==> config.mk <==
export PLATFORM = sky130hd
export DESIGN_NAME = jtp_tap
export DESIGN_NICKNAME = d
export VERILOG_FILES = /design/src/jtp_pkg.sv /design/src/jtp_tap.sv /design/src/jtp_sync.sv /design/src/jtp_boundary.sv
export SDC_FILE = /design/constraint.sdc
export NUM_CORES = 1
export LEC_CHECK = 0
export ABC_AREA = 1
export BUFFER_PORTS_ARGS = -buffer_cell sky130_fd_sc_hd__buf_4
export CELL_PAD_IN_SITES_DETAIL_PLACEMENT = 0
export CELL_PAD_IN_SITES_GLOBAL_PLACEMENT = 1
export CORE_UTILIZATION = 40
export DETAILED_ROUTE_END_ITERATION = 7
export PLACE_DENSITY_LB_ADDON = 0.1
export SLEW_MARGIN = 20
export SYNTH_ARGS = -nofsm -noshare
export SYNTH_HDL_FRONTEND = slang
export SYNTH_SLANG_ARGS = --single-unit
==> constraint.sdc <==
create_clock -name clock -period 1.97 [get_ports clock]
set_input_delay 0.394 -clock clock [delete_from_list [all_inputs] [get_ports clock]]
set_output_delay 0.394 -clock clock [all_outputs]
set_load 0.005 [all_outputs]
==> src/jtp_pkg.sv <==
/*
 * shared constants and types for the test access port block.
 * assumes a single 50 MHz system clock; test pins are asynchronous to it.
 */
package jtp_pkg;

    // ------------------------------------------------------------
    // tap controller states
    // ------------------------------------------------------------
    typedef enum logic [3:0] {
        TS_RESET, TS_IDLE, TS_SEL_DR, TS_CAP_DR, TS_SHF_DR, TS_EX1_DR, TS_PAU_DR, TS_EX2_DR, TS_UPD_DR,
        TS_SEL_IR, TS_CAP_IR, TS_SHF_IR, TS_EX1_IR, TS_PAU_IR, TS_EX2_IR, TS_UPD_IR
    } jtp_state_t;

    // ------------------------------------------------------------
    // instruction codes and widths
    // ------------------------------------------------------------
    localparam int          INSN_W          = 4;
    localparam int          IDENT_W         = 32;
    localparam logic [3:0]  INSN_EXT_TEST   = 4'h0;
    localparam logic [3:0]  INSN_SAMPLE     = 4'h1;
    localparam logic [3:0]  INSN_IDENTIFY   = 4'h2;
    localparam logic [3:0]  INSN_HIGH_Z     = 4'h3;
    localparam logic [3:0]  INSN_PASSTHRU   = 4'hf;
    localparam logic [3:0]  INSN_CAPTURE    = 4'h1;
    localparam logic [3:0]  INSN_RESET_VAL  = INSN_IDENTIFY;

    // ------------------------------------------------------------
    // identification layout
    // ------------------------------------------------------------
    localparam int          ID_VER_LSB      = 28;
    localparam int          ID_PART_LSB     = 12;
    localparam int          ID_MFR_LSB      = 1;
    localparam logic        ID_FIXED_BIT    = 1'b1;

    // register selected by an instruction
    typedef enum logic [1:0] {
        SEL_PASSTHRU, SEL_BOUNDARY, SEL_IDENT
    } jtp_sel_t;

    // ------------------------------------------------------------
    // timing
    // ------------------------------------------------------------
    localparam int          CLK_PERIOD_NS   = 20;
    localparam int          TRST_MIN_NS     = 50;
    localparam int          TRST_CYCLES     = (TRST_MIN_NS + CLK_PERIOD_NS - 1) / CLK_PERIOD_NS;

endpackage

==> src/jtp_tap.sv <==
/*
 * test access port: tap controller, instruction register, passthrough,
 * identification and boundary registers, serial output and pin control.
 * assumes test pins are asynchronous and much slower than clock (tck >= 100 ns).
 */
// Overview of operation
// - five tms-high edges reach test-logic-reset
// - transitions on rising tck, tms chooses
// - test-logic-reset disables all test logic
// - run-test-idle idle for these instructions
// - capture-ir loads pattern ending 01
// - shift-ir shifts instruction stages each rising edge
// - pause-ir holds instruction stages
// - update-ir latches on falling tck
// - capture-dr loads selected data register
// - data path mirrors instruction path
// - four-bit instruction, lsb nearest output
// - three data registers share serial path
// - passthrough stage captures zero
// - passthrough leaves device function alone
// - boundary chain reads and drives pins
// - identification 32 bits, read only
// - version, part, maker, bit0 one
// - decode 0,1,2,3,f instructions
// - high-z disables outputs, selects passthrough
// - external test drives and captures pins
`timescale 1ns/1ns
module jtp_tap #(
    parameter int          CELLS      = 8,
    parameter logic [3:0]  ID_VERSION = 4'h1,    // arbitrary value
    parameter logic [15:0] ID_PART    = 16'h1234, // arbitrary value
    parameter logic [10:0] ID_MAKER   = 11'h055   // arbitrary value
) (
    input  wire logic             clock,
    input  wire logic             rst_n,
    input  wire logic             tck,
    input  wire logic             tms,
    input  wire logic             tdi,
    input  wire logic             trst_n,
    input  wire logic [CELLS-1:0] core_out,
    input  wire logic [CELLS-1:0] core_oe,
    input  wire logic [CELLS-1:0] pin_in,
    output logic                  tdo,
    output logic                  tdo_oe_n,
    output logic      [CELLS-1:0] pin_out,
    output logic      [CELLS-1:0] pin_oe_n,
    output logic      [CELLS-1:0] core_in,
    output logic                  test_active
);
    // ------------------------------------------------------------
    // pin synchronisers
    // ------------------------------------------------------------
    logic tck_r, tck_f;
    logic tms_s, tdi_s, trst_s;

    jtp_sync u_tck (.clock(clock), .rst_n(rst_n), .async_in(tck), .reset_val(1'b0),
                    .level(), .rise(tck_r), .fall(tck_f));
    jtp_sync u_tms (.clock(clock), .rst_n(rst_n), .async_in(tms), .reset_val(1'b0),
                    .level(tms_s), .rise(), .fall());
    jtp_sync u_tdi (.clock(clock), .rst_n(rst_n), .async_in(tdi), .reset_val(1'b0),
                    .level(tdi_s), .rise(), .fall());
    jtp_sync u_trst (.clock(clock), .rst_n(rst_n), .async_in(trst_n), .reset_val(1'b0),
                     .level(trst_s), .rise(), .fall());

    // ------------------------------------------------------------
    // decode
    // ------------------------------------------------------------
    function automatic jtp_pkg::jtp_sel_t sel_of(input logic [3:0] insn);
        case (insn)
            jtp_pkg::INSN_EXT_TEST: sel_of = jtp_pkg::SEL_BOUNDARY;
            jtp_pkg::INSN_SAMPLE:   sel_of = jtp_pkg::SEL_BOUNDARY;
            jtp_pkg::INSN_IDENTIFY: sel_of = jtp_pkg::SEL_IDENT;
            default:                sel_of = jtp_pkg::SEL_PASSTHRU;
        endcase
    endfunction

    function automatic jtp_pkg::jtp_state_t next_of(input jtp_pkg::jtp_state_t s, input logic m);
        case (s)
            jtp_pkg::TS_RESET:   next_of = m ? jtp_pkg::TS_RESET   : jtp_pkg::TS_IDLE;
            jtp_pkg::TS_IDLE:    next_of = m ? jtp_pkg::TS_SEL_DR  : jtp_pkg::TS_IDLE;
            jtp_pkg::TS_SEL_DR:  next_of = m ? jtp_pkg::TS_SEL_IR  : jtp_pkg::TS_CAP_DR;
            jtp_pkg::TS_CAP_DR:  next_of = m ? jtp_pkg::TS_EX1_DR  : jtp_pkg::TS_SHF_DR;
            jtp_pkg::TS_SHF_DR:  next_of = m ? jtp_pkg::TS_EX1_DR  : jtp_pkg::TS_SHF_DR;
            jtp_pkg::TS_EX1_DR:  next_of = m ? jtp_pkg::TS_UPD_DR  : jtp_pkg::TS_PAU_DR;
            jtp_pkg::TS_PAU_DR:  next_of = m ? jtp_pkg::TS_EX2_DR  : jtp_pkg::TS_PAU_DR;
            jtp_pkg::TS_EX2_DR:  next_of = m ? jtp_pkg::TS_UPD_DR  : jtp_pkg::TS_SHF_DR;
            jtp_pkg::TS_UPD_DR:  next_of = m ? jtp_pkg::TS_SEL_DR  : jtp_pkg::TS_IDLE;
            jtp_pkg::TS_SEL_IR:  next_of = m ? jtp_pkg::TS_RESET   : jtp_pkg::TS_CAP_IR;
            jtp_pkg::TS_CAP_IR:  next_of = m ? jtp_pkg::TS_EX1_IR  : jtp_pkg::TS_SHF_IR;
            jtp_pkg::TS_SHF_IR:  next_of = m ? jtp_pkg::TS_EX1_IR  : jtp_pkg::TS_SHF_IR;
            jtp_pkg::TS_EX1_IR:  next_of = m ? jtp_pkg::TS_UPD_IR  : jtp_pkg::TS_PAU_IR;
            jtp_pkg::TS_PAU_IR:  next_of = m ? jtp_pkg::TS_EX2_IR  : jtp_pkg::TS_PAU_IR;
            jtp_pkg::TS_EX2_IR:  next_of = m ? jtp_pkg::TS_UPD_IR  : jtp_pkg::TS_SHF_IR;
            jtp_pkg::TS_UPD_IR:  next_of = m ? jtp_pkg::TS_SEL_DR  : jtp_pkg::TS_IDLE;
            default:             next_of = jtp_pkg::TS_RESET;
        endcase
    endfunction

    // ------------------------------------------------------------
    // state
    // ------------------------------------------------------------
    typedef struct packed {
        jtp_pkg::jtp_state_t               st;
        logic [jtp_pkg::INSN_W-1:0]        ir_shf;
        logic [jtp_pkg::INSN_W-1:0]        ir_cur;
        logic                              pass;
        logic [jtp_pkg::IDENT_W-1:0]       ident;
        logic                              tdo;
        logic                              tdo_oe_n;
        logic [CELLS-1:0]                  pin_out;
        logic [CELLS-1:0]                  pin_oe_n;
        logic [CELLS-1:0]                  core_in;
        logic                              active;
    } jtp_tap_st_t;

    jtp_tap_st_t t_q;
    jtp_tap_st_t t_d;

    logic             bnd_out;
    logic [CELLS-1:0] bnd_upd;
    logic             bnd_cap, bnd_shf, bnd_upd_en;
    jtp_pkg::jtp_sel_t sel;
    logic             ext_test, high_z;
    logic [jtp_pkg::IDENT_W-1:0] ident_val;

    assign sel        = sel_of(t_q.ir_cur);
    assign ext_test   = (t_q.ir_cur == jtp_pkg::INSN_EXT_TEST) && (t_q.st != jtp_pkg::TS_RESET);
    assign high_z     = (t_q.ir_cur == jtp_pkg::INSN_HIGH_Z) && (t_q.st != jtp_pkg::TS_RESET);
    assign ident_val  = {ID_VERSION, ID_PART, ID_MAKER, jtp_pkg::ID_FIXED_BIT};
    assign bnd_cap    = tck_r && t_q.st == jtp_pkg::TS_CAP_DR && sel == jtp_pkg::SEL_BOUNDARY;
    assign bnd_shf    = tck_r && t_q.st == jtp_pkg::TS_SHF_DR && sel == jtp_pkg::SEL_BOUNDARY;
    assign bnd_upd_en = tck_f && t_q.st == jtp_pkg::TS_UPD_DR && sel == jtp_pkg::SEL_BOUNDARY;

    jtp_boundary #(.CELLS(CELLS)) u_bnd (
        .clock      (clock),
        .rst_n      (rst_n),
        .cap_en     (bnd_cap),
        .shf_en     (bnd_shf),
        .upd_en     (bnd_upd_en),
        .ser_in     (tdi_s),
        .pin_sample (ext_test ? pin_in : core_out),
        .ser_out    (bnd_out),
        .upd_val    (bnd_upd)
    );

    always_comb begin
        t_d = t_q;
        if (tck_r) begin
            t_d.st = next_of(t_q.st, tms_s);
            case (t_q.st)
                jtp_pkg::TS_CAP_IR: t_d.ir_shf = jtp_pkg::INSN_CAPTURE;
                jtp_pkg::TS_SHF_IR: t_d.ir_shf = {tdi_s, t_q.ir_shf[jtp_pkg::INSN_W-1:1]};
                jtp_pkg::TS_CAP_DR: begin
                    t_d.pass  = 1'b0;
                    t_d.ident = ident_val;
                end
                jtp_pkg::TS_SHF_DR: begin
                    t_d.pass  = tdi_s;
                    t_d.ident = {tdi_s, t_q.ident[jtp_pkg::IDENT_W-1:1]};
                end
                default: ; // pause and exit states hold the stages
            endcase
        end
        // outputs change on falling tck so the tester samples stable data
        if (tck_f) begin
            if (t_q.st == jtp_pkg::TS_UPD_IR) begin
                t_d.ir_cur = t_q.ir_shf;
            end
            t_d.tdo_oe_n = !(t_q.st == jtp_pkg::TS_SHF_IR || t_q.st == jtp_pkg::TS_SHF_DR);
            if (t_q.st == jtp_pkg::TS_SHF_IR) begin
                t_d.tdo = t_q.ir_shf[0];
            end else begin
                case (sel)
                    jtp_pkg::SEL_IDENT:    t_d.tdo = t_q.ident[0];
                    jtp_pkg::SEL_BOUNDARY: t_d.tdo = bnd_out;
                    default:               t_d.tdo = t_q.pass;
                endcase
            end
        end
        if (t_q.st == jtp_pkg::TS_RESET) begin
            t_d.ir_cur   = jtp_pkg::INSN_RESET_VAL;
            // a trst mid-shift must not leave tdo driven until the next tck fall
            t_d.tdo_oe_n = 1'b1;
        end
        // pin muxing: normal function unless a test instruction claims the pins
        t_d.active   = ext_test | high_z;
        t_d.pin_out  = ext_test ? bnd_upd : core_out;
        t_d.pin_oe_n = high_z ? {CELLS{1'b1}} : ext_test ? '0 : ~core_oe;
        t_d.core_in  = pin_in;
        if (!trst_s) begin
            t_d.st     = jtp_pkg::TS_RESET;
            t_d.ir_cur = jtp_pkg::INSN_RESET_VAL;
        end
    end

    // trst acts through its synchroniser; tap holds no reset from rst_n beyond a constant
    always_ff @(posedge clock or negedge rst_n) begin
        if (!rst_n) begin
            t_q          <= '0;
            t_q.st       <= jtp_pkg::TS_RESET;
            t_q.ir_cur   <= jtp_pkg::INSN_RESET_VAL;
            t_q.tdo_oe_n <= 1'b1;
            t_q.pin_oe_n <= '1;
        end else begin
            t_q <= t_d;
        end
    end

    assign tdo         = t_q.tdo;
    assign tdo_oe_n    = t_q.tdo_oe_n;
    assign pin_out     = t_q.pin_out;
    assign pin_oe_n    = t_q.pin_oe_n;
    assign core_in     = t_q.core_in;
    assign test_active = t_q.active;
endmodule

==> src/jtp_sync.sv <==
/*
 * two flop synchroniser plus rising/falling edge detect on the synced level.
 * assumes the input changes slowly compared with clock.
 */
`timescale 1ns/1ns
module jtp_sync (
    input  wire logic clock,
    input  wire logic rst_n,
    input  wire logic async_in,
    input  wire logic reset_val,
    output logic      level,
    output logic      rise,
    output logic      fall
);
    typedef struct packed {
        logic meta;
        logic sync;
        logic prev;
    } jtp_sync_st_t;

    jtp_sync_st_t s_q;
    jtp_sync_st_t s_d;

    always_comb begin
        s_d      = s_q;
        s_d.meta = async_in;
        s_d.sync = s_q.meta;
        s_d.prev = s_q.sync;
    end

    // every stage resets to zero whatever reset_val is, so trst comes up asserted
    always_ff @(posedge clock or negedge rst_n) begin
        if (!rst_n) begin
            s_q <= '0;
        end else begin
            s_q <= s_d;
        end
    end

    assign level = s_q.sync | (reset_val & 1'b0);
    assign rise  = s_q.sync & ~s_q.prev;
    assign fall  = ~s_q.sync & s_q.prev;
endmodule

==> src/jtp_boundary.sv <==
/*
 * boundary scan chain: one cell per device pin, capture/shift/update stages.
 * assumes the tap module supplies one-cycle strobes on the system clock.
 */
`timescale 1ns/1ns
module jtp_boundary #(
    parameter int CELLS = 8
) (
    input  wire logic             clock,
    input  wire logic             rst_n,
    input  wire logic             cap_en,
    input  wire logic             shf_en,
    input  wire logic             upd_en,
    input  wire logic             ser_in,
    input  wire logic [CELLS-1:0] pin_sample,
    output logic                  ser_out,
    output logic      [CELLS-1:0] upd_val
);
    typedef struct packed {
        logic [CELLS-1:0] shf;
        logic [CELLS-1:0] upd;
    } jtp_bnd_st_t;

    jtp_bnd_st_t b_q;
    jtp_bnd_st_t b_d;

    always_comb begin
        b_d = b_q;
        if (cap_en) begin
            b_d.shf = pin_sample;
        end else if (shf_en) begin
            b_d.shf = {ser_in, b_q.shf[CELLS-1:1]};
        end
        if (upd_en) begin
            b_d.upd = b_q.shf;
        end
    end

    always_ff @(posedge clock or negedge rst_n) begin
        if (!rst_n) begin
            b_q <= '0;
        end else begin
            b_q <= b_d;
        end
    end

    assign ser_out = b_q.shf[0];
    assign upd_val = b_q.upd;
endmodule

==> flow_metrics.tcl, run 1 <==
set metrics [dict create \
    status "finished, final reports clean" \
    die_w_um 104 \
    rows 36 \
    synth_area_leaders "dfrtp_1, nand2_1, dfstp_2" \
    critical_path_class "register to register" \
    yosysSeqAreaShare_pct 58.5 \
    rsz0062_at_grt "false" \
    drc 0 \
    cts_tree "done" \
    fin_crit_ns 1.73 \
    ioPinCount 57 \
    routedWlPerCell_um 12.8 \
    yosysTopAreaCell "dfrtp_1" \
    synth_cell_types 25 \
    crit_chain "inv_1 -> nand2_1 -> nor2_1 -> ha_2 -> nand2_1 -> nor2_4 -> nand3_1 -> nand2_1 -> nand2_1" \
    antenna_found_initial 0 \
    gr-total-overflow 0 \
    final_antenna_net_count 0 \
    setup_tns_ns 0 \
    cts_sinks 96 \
    dp_hpwl_mm 5.71 \
    hp-class "primary input to register" \
    vias_per_cell 4.63 \
    grt_pass1_wl_mm 14.3 \
    cts_max_path_buffers 2 \
    cp_slowest_cell "dfrtp_1" \
    tightest_slew_ns 0.418 \
    wl_mm 8.10 \
    initial_utilization_pct 41.8 \
    cts.clk_slew.worst_paths_ns 0.11 \
    insertion_delay_ns 0.36 \
    syn_area_mm2 0.00413 \
    nNetsFinal 527 \
    peakVddDrop_mv 0.352 \
    die_y_um 104 \
    crit_path_start_kind "register" \
    crit_family "simple AND/OR/NAND/NOR gates" \
    synth-warning-count 0 \
    hold_ws_ns 0.145 \
    setup_viol 0 \
    synth_cells 453 \
    leakagePower_nw 2.41 \
    critical_path.max_fanout 16 \
    slew_headroom_pct 72.1 \
    portBuffers 56 \
    cts_root_buf "clkbuf_8" \
    finClkSkew_ns 0.0146 \
    hold_violations 0 \
    fillers 976 \
    grt_start_max_net_pins 51 \
    drt_iter0_markers 108 \
    powerDensity_mw_per_mm2 768 \
    timing.critical_path.mode_cell "nand2_1" \
    fin_area_mm2 0.00480 \
    multi_input_area_mm2 0.00123 \
    fin_util_pct 48.6 \
    max_freq_mhz 577 \
    min_period_over_period_pct 88.0 \
    cpPeakStageDelay_ns 0.37 \
    synth_top_area_share_pct 52.2 \
    cap_violations 0 \
    cp_data_arrival_time_ns 1.97 \
    routabilityCongestion 0.824 \
    coreArea_mm2 0.00986 \
    synth_fp_nets 485 \
    area_growth_pct 16.3 \
    dpl_cell_area_mm2 0.00456 \
    vias 2933 \
    required_ns 2.21 \
    final_max_slew_viol_count 0 \
    critPathCaptureType "register" \
    dr.pass1.iters 4 \
    drive_gt1_share_pct 22.6 \
    crit_buf_inv 1 \
    first_global_vias 2898 \
    regArea_mm2 0.00241 \
    synth_seq_cells 96 \
    die_area_mm2 0.0107 \
    htree_levels 3 \
    antenna_cells_inserted 0 \
    avgSynthCellArea_um2 9.11 \
    grt.total_usage_pct 16.6 \
    cts_made_buffers 9 \
]
[per-stage QoR]
stage / std cells / power, mW / worst slack (ns)
2_1_floorplan: 453 / 2.14 / 0.342
3_3_place_gp: 616 / 2.26 / 0.303
3_5_place_dp: 616 / 2.26 / 0.188
4_1_cts: 633 / 3.74 / 0.162
5_1_grt: 633 / 3.84 / 0.0418
6_report: 633 / 3.69 / 0.237
[cells in the mapped netlist]
cell,instances
o211ai_1,2
nor2_1,32
buf_2,10
a21oi_1,8
dfstp_2,10
a31oi_1,1
o22ai_1,20
clkbuf_1,1
nand2_2,5
inv_2,6
o21ai_1,2
nand3_2,1
nor2_2,6
ha_1,2
nand3_1,31
nand3b_1,2
buf_4,24
buf_6,1
nand4_2,1
inv_1,57
o21ai_0,24
nor2_4,2
a22oi_1,10
dfrtp_1,86
nand2_1,109
[repair_timing]
item,CTS,global route
setup endpoints to repair,0,1
resized for setup,0,1
setup buffers,0,0
hold buffers,1,0
endpoints found under the hold margin,22,0
[cells in the final DEF (no fill, tap or decap), drive strengths merged]
master,Yosys,final
a22oi,10,10
o21ai,26,26
clkbuf,1,11
buf,35,66
dfstp,10,10
o211ai,2,2
nand3b,2,2
o22ai,20,20
nand3,32,32
ha,2,2
inv,63,65
clkinvlp,0,1
dfrtp,86,86
a31oi,1,1
nand2,114,114
nand4,1,1
a21oi,8,8
nor2,40,40
bufinv,0,2
dlygate4sd3,0,1
[layer usage]
layer | up-vias | share of wire [%] | GRT usage (%)
met5 | - | 0 | 0
met4 | 0 | 0.89 | 5.28
met3 | 6 | 3.7 | 3.78
met2 | 58 | 44 | 24.4
met1 | 1371 | 51 | 24.2
li1 | 1498 | - | -
[layout make-up]
type	count	area share, %
Clock inverter	5	1.83
Sequential cell	96	50.3
Timing Repair Buffer	67	10.8
Multi-Input combinational cell	258	25.7
Tap cell	133	3.47
Clock buffer	11	2.95
Inverter	63	4.93
[sequential cells by signal, indices dropped and copies added, names as in the netlist, 7 cells and up]
| signal | cells |
|---|---|
| t_q | 44 |
| u_bnd.b_q | 7 |
| pin_oe_n | 8 |
| pin_out | 8 |
| core_in | 8 |
| u_bnd.upd_val | 8 |
[power by group]
part | internal [mW] | switching, mW
registers | 2.01 | 0.0149
clock network | 0.765 | 0.705
logic | 0.0923 | 0.0960
[logic make-up after synthesis]
| family | share of synthesized area [%] |
|---|---|
| simple gates | 19.7 |
| buf+inv | 11.7 |
| flops | 58.5 |
| compound gates | 9.49 |
| fa+ha+maj | 0.606 |
[path summary, 6_finish.rpt]
check                      slack [ns]  cells past startpoint      endpoint          from
max                              0.24                      9  u_bnd.b_q[9]       t_q[63]
min                              0.15                      1    core_in[7]     pin_in[7]
max reg2reg                      0.24                      9  u_bnd.b_q[9]       t_q[63]
min reg2reg                      0.35                      0   u_tdi.level  u_tdi.s_d[1]
max in group asynchronous        0.85                      3      tdo_oe_n         rst_n
min in group asynchronous        0.49                      2    core_in[5]         rst_n
Power figures use the tool's default switching activity.
==> inputs of run 2 (changes only) <==
--- a/config.mk
+++ b/config.mk
@@ -11,7 +11,9 @@
 export CELL_PAD_IN_SITES_GLOBAL_PLACEMENT = 1
 export CORE_UTILIZATION = 40
 export DETAILED_ROUTE_END_ITERATION = 7
+export HOLD_SLACK_MARGIN = 0.03
 export PLACE_DENSITY_LB_ADDON = 0.1
+export REMOVE_ABC_BUFFERS = 1
 export SLEW_MARGIN = 20
 export SYNTH_ARGS = -nofsm -noshare
 export SYNTH_HDL_FRONTEND = slang
==> constraint.sdc (replaced) <==
create_clock -name clock -period 1.97 [get_ports clock]
set_input_delay 0.591 -clock clock [delete_from_list [all_inputs] [get_ports clock]]
set_output_delay 0.591 -clock clock [all_outputs]
set_load 0.005 [all_outputs]
==> flow_metrics.tcl, run 2 (same netlist as run 1, synthesis figures left out) <==
set metrics [dict create \
    status "finished, final reports clean" \
    cp_slowest_cell "dfstp_2" \
    cpPeakStageDelay_ns 0.56 \
    setup_tns_ns 0 \
    portBuffers 56 \
    gr-total-overflow 0 \
    reg2reg_from "t_q[61]" \
    final_cell_mix "nand2_1, dfrtp_1, buf_4, inv_1, nor2_1" \
    post-place-ws_ns 0.181 \
    cap_violations 0 \
    slew_headroom_pct 66.0 \
    worst-path-stages 11 \
    grt_pass1_wl_mm 13.9 \
    coreArea_mm2 0.00986 \
    final_max_slew_viol_count 0 \
    cts.clk_slew.worst_paths_ns 0.09 \
    wl_mm 8.11 \
    area_growth_pct 14.7 \
    setup_viol 0 \
    worstSetupEndpoint "u_bnd.b_q[11]" \
    dpl_cell_area_mm2 0.00453 \
    drt_iter0_markers 102 \
    reg2reg_depth 11 \
    tightest_slew_ns 0.510 \
    layout.cells.non_filler 628 \
    fin_total_pwr_mw 3.46 \
    cts_root_buf "clkbuf_8" \
    insertion_delay_ns 0.35 \
    fin_crit_ns 1.78 \
    routabilityCongestion 0.845 \
    grt_start_max_net_pins 97 \
    routedWlPerCell_um 12.9 \
    grt.total_usage_pct 16.2 \
    fin_area_mm2 0.00473 \
    critical_path_class "register to register" \
    vias 2911 \
    cts_tree "done" \
    die_area_mm2 0.0107 \
    startpoint "t_q[61]" \
    crit_family "simple AND/OR/NAND/NOR gates" \
    timing.critical_path.mode_cell "nand2_1" \
    cp_data_arrival_time_ns 2.02 \
    cts_max_path_buffers 2 \
    hold_violations 0 \
    crit_chain "inv_1 -> nor2_1 -> nand2_1 -> ha_1 -> nand2_1 -> nor2_4 -> buf_12 -> nor2_1 -> nor2_1 -> nand2_1 -> nand2_1" \
    rsz0062_at_grt "false" \
    dpl.cell_count 612 \
    critPathCaptureType "register" \
    hold_ws_ns 0.264 \
    powerDensity_mw_per_mm2 732 \
    rows 36 \
    initial_utilization_pct 41.8 \
    drc 0 \
    antenna_cells_inserted 0 \
    peakVddDrop_mv 0.407 \
    largest_register "t_q" \
    ctsHoldBuffers 0 \
    first_global_vias 2843 \
    fin_util_pct 48.0 \
    reg2reg_to "u_bnd.b_q[11]" \
    critical_path.max_fanout 16 \
    cts_made_buffers 9 \
    die_w_um 104 \
    worst_slack_ns 0.190 \
    required_ns 2.21 \
    finClkSkew_ns 0.0116 \
    largest_reg_flops 44 \
    r2r_setup_slack_ns 0.19 \
    min_period_over_period_pct 90.4 \
    vias_per_cell 4.64 \
    nNetsFinal 523 \
    htree_levels 3 \
    hp-class "primary input to async pin" \
    dr.pass1.iters 4 \
    crit_path_start_kind "register" \
    max_freq_mhz 562 \
    drive_gt1_share_pct 21.6 \
    cts_sinks 96 \
    ioPinCount 57 \
    final_antenna_net_count 0 \
    crit_buf_inv 2 \
    layout_commonest_cell "nand2_1" \
    die_y_um 104 \
    antenna_found_initial 0 \
    dp_hpwl_mm 5.51 \
    leakagePower_nw 2.38 \
]
## run 2: changes by cell type in the layout (fill, tap and decap cells not counted), sizes merged
cell / delta
buf: -3
bufinv: -1
clkinv: +1
dlygate4sd3: -1
inv: -1
## run 2: cell type report
cell class                      instances  area (um2)
Inverter                               63         236
Multi-Input combinational cell        258        1230
Tap cell                              133         166
Fill cell                             969        5130
Sequential cell                        96        2410
Timing Repair Buffer                   63         498
Clock buffer                           11         131
Clock inverter                          4        55.1
## run 2: where the power goes
| part | total, mW | switching (mW) | internal [mW] |
|---|---|---|---|
| sequential | 2.03 | 0.0142 | 2.01 |
| clock | 1.25 | 0.665 | 0.589 |
| combinational | 0.184 | 0.0963 | 0.0875 |
| total | 3.46 | 0.776 | 2.69 |
## run 2: worst min-delay path by stage
stage | start | end | slack, ns
2_1_floorplan | rst_n | core_in[0] | 0.30
3_3_place_gp | u_tms.s_d[1] | u_tms.level | 0.33
3_5_place_dp | u_tms.s_d[1] | u_tms.level | 0.33
4_1_cts | rst_n | core_in[3] | 0.31
5_1_grt | rst_n | t_q[64] | 0.32
6_report | rst_n | t_q[66] | 0.26
## run 2: metal layers
metal	vias to the layer above	GRT usage (%)	routed length [um]
met2	58	23.2	3520
met1	1352	23.9	4190
met5	-	0	0
li1	1494	-	-
met3	7	3.71	307
met4	0	5.59	102
## run 2: what timing repair did
item	in CTS	in global routing
endpoints found under the setup margin	0	4
endpoints found under the hold margin	0	0
gates resized for setup	0	0
buffers inserted	0	1
==> inputs of run 3 (changes only) <==
--- a/config.mk
+++ b/config.mk
@@ -5,7 +5,7 @@
 export SDC_FILE = /design/constraint.sdc
 export NUM_CORES = 1
 export LEC_CHECK = 0
-export ABC_AREA = 1
+export ABC_AREA = 0
 export BUFFER_PORTS_ARGS = -buffer_cell sky130_fd_sc_hd__buf_4
 export CELL_PAD_IN_SITES_DETAIL_PLACEMENT = 0
 export CELL_PAD_IN_SITES_GLOBAL_PLACEMENT = 1
==> flow_metrics.tcl, run 3 <==
set metrics [dict create \
    peakVddDrop_mv 0.386 \
    finClkSkew_ns 0.0120 \
    drt_iter0_markers 61 \
    synth_seq_cells 96 \
    crit_family "simple AND/OR/NAND/NOR gates" \
    cts_sinks 96 \
    hp-class "primary input to async pin" \
    worst_slack_ns 0.0863 \
    avgSynthCellArea_um2 12.2 \
    rsz0062_at_grt "false" \
    drive_gt1_share_pct 34.3 \
    grt_pass1_wl_mm 13.1 \
    setup_viol 0 \
    layout_commonest_cell "dfrtp_1" \
    synth_cell_types 44 \
    async_flop_share_pct 100 \
    synthTopCellsByCount "dfrtp_1, nor2_1, buf_4, a22o_1" \
    antenna_found_initial 0 \
    reg2reg_from "t_q[68]" \
    routabilityCongestion 0.708 \
    cts.clk_slew.worst_paths_ns 0.09 \
    critical_path.max_fanout 21 \
    area_growth_pct 17.0 \
    yosysSeqAreaShare_pct 58.7 \
    vias 2649 \
    crit_chain "or3b_4 -> and2_1 -> or3_4 -> a22o_1" \
    worst-path-stages 4 \
    max_freq_mhz 531 \
    powerDensity_mw_per_mm2 733 \
    cap_violations 0 \
    cp_data_arrival_time_ns 2.12 \
    die_area_mm2 0.0107 \
    ctsHoldBuffers 0 \
    critPathCaptureType "register" \
    crit_path_start_kind "register" \
    setup_tns_ns 0 \
    r2r_setup_slack_ns 0.09 \
    largest_register "t_q" \
    first_global_vias 2595 \
    grt.total_usage_pct 16.2 \
    cts_max_path_buffers 2 \
    post-place-ws_ns -0.000896 \
    min_period_over_period_pct 95.6 \
    coreArea_mm2 0.00986 \
    reg2reg_depth 4 \
    die_y_um 103 \
    synth-warning-count 0 \
    cts_root_buf "clkbuf_8" \
    cp_slowest_cell "or3_4" \
    final_max_slew_viol_count 0 \
    dp_hpwl_mm 5.25 \
    startpoint "t_q[68]" \
    wl_mm 7.85 \
    fin_crit_ns 1.88 \
    dr.pass1.iters 6 \
    slew_headroom_pct 68.0 \
    antenna_cells_inserted 0 \
    critical_path_class "register to register" \
    largest_reg_flops 44 \
    nNetsFinal 409 \
    drc 0 \
    die_w_um 103 \
    cts_made_buffers 9 \
    syn_area_mm2 0.00411 \
    rows 36 \
    synth_area_leaders "dfrtp_1, dfstp_2, a22o_1" \
    ioPinCount 57 \
    vias_per_cell 5.14 \
    leakagePower_nw 2.15 \
    post_cts_buffers 0 \
    gr-total-overflow 0 \
    tightest_slew_ns 0.480 \
    required_ns 2.21 \
    grt_start_max_net_pins 41 \
    insertion_delay_ns 0.36 \
    yosysTopAreaCell "dfrtp_1" \
    final_antenna_net_count 0 \
    status "finished, final reports clean" \
    synth_edf_count 0 \
    final_cell_mix "dfrtp_1, buf_4, nor2_1, a22o_1" \
    cts_tree "done" \
    synth_top_area_share_pct 52.3 \
    synth.most_common_cell "dfrtp_1" \
    initial_utilization_pct 41.7 \
    synth_cells 336 \
    routedWlPerCell_um 15.2 \
    portBuffers 56 \
    cpPeakStageDelay_ns 0.49 \
    htree_levels 3 \
    hold_violations 0 \
    synthFlopType "dfrtp_1" \
    crit_buf_inv 0 \
]
run 3: path summary, 6_finish.rpt:
path	to
hold / removal	u_tms.level
setup reg to reg	t_q[53]
setup / recovery	t_q[53]
min in group clock	core_in[4]
hold reg to reg	u_tdi.level
max in group asynchronous	u_tdi.level
run 3: where the power goes:
group | switching (mW) | leakage, nW | internal, mW | total (mW)
Combinational | 0.107 | 0.851 | 0.110 | 0.218
Clock | 0.679 | 0.0899 | 0.591 | 1.27
Sequential | 0.0217 | 1.20 | 2.02 | 2.04
run 3: layer usage:
layer  track usage, %  vias to the layer above  routed length [um]
met5                0                        -                   0
met3             3.49                        9                 213
li1                 -                     1261                   -
met1             23.1                     1348                3820
met2             24.4                       31                3720
met4             6.18                        0                  91
run 3: kinds of logic (layout without fill, tap and decap cells):
| kind of cell | Yosys count | after routing | synth area share (%) |
|---|---|---|---|
| flops | 96 | 96 | 58.7 |
| simple gates | 80 | 80 | 9.64 |
| compound gates | 79 | 79 | 15.7 |
| buf+inv | 50 | 96 | 7.85 |
| mux | 28 | 28 | 7.30 |
| fa+ha+maj | 2 | 2 | 0.608 |
| xor+xnor | 1 | 1 | 0.213 |
run 3: layout make-up:
| cell class | count | area, um2 |
|---|---|---|
| well taps | 133 | 166 |
| multi-input cells | 190 | 1410 |
| repair buffers | 74 | 609 |
| clock inverters | 5 | 58.8 |
| clock buffers | 11 | 131 |
| flip-flops and latches | 96 | 2410 |
| fillers | 888 | 5050 |
| inverters | 6 | 22.5 |
run 3: what timing repair did:
item / in CTS / in global routing
gates resized for setup: 1 / 8
setup endpoints to repair: 3 / 28
pin swaps: 0 / 1
run 3: per-stage QoR:
stage               hold slack (ns)  area [um2]  power [mW]  utilization [%]  cells
floorplan                     0.295        3810        2.13                -    292
global placement              0.335        4580        2.30             46.5    499
detailed placement            0.335        4580        2.30             46.5    499
CTS                           0.200        4780        3.58             48.4    515
global route                  0.208        4810        3.70             48.8    515
finish                        0.185        4810        3.53             48.8    515
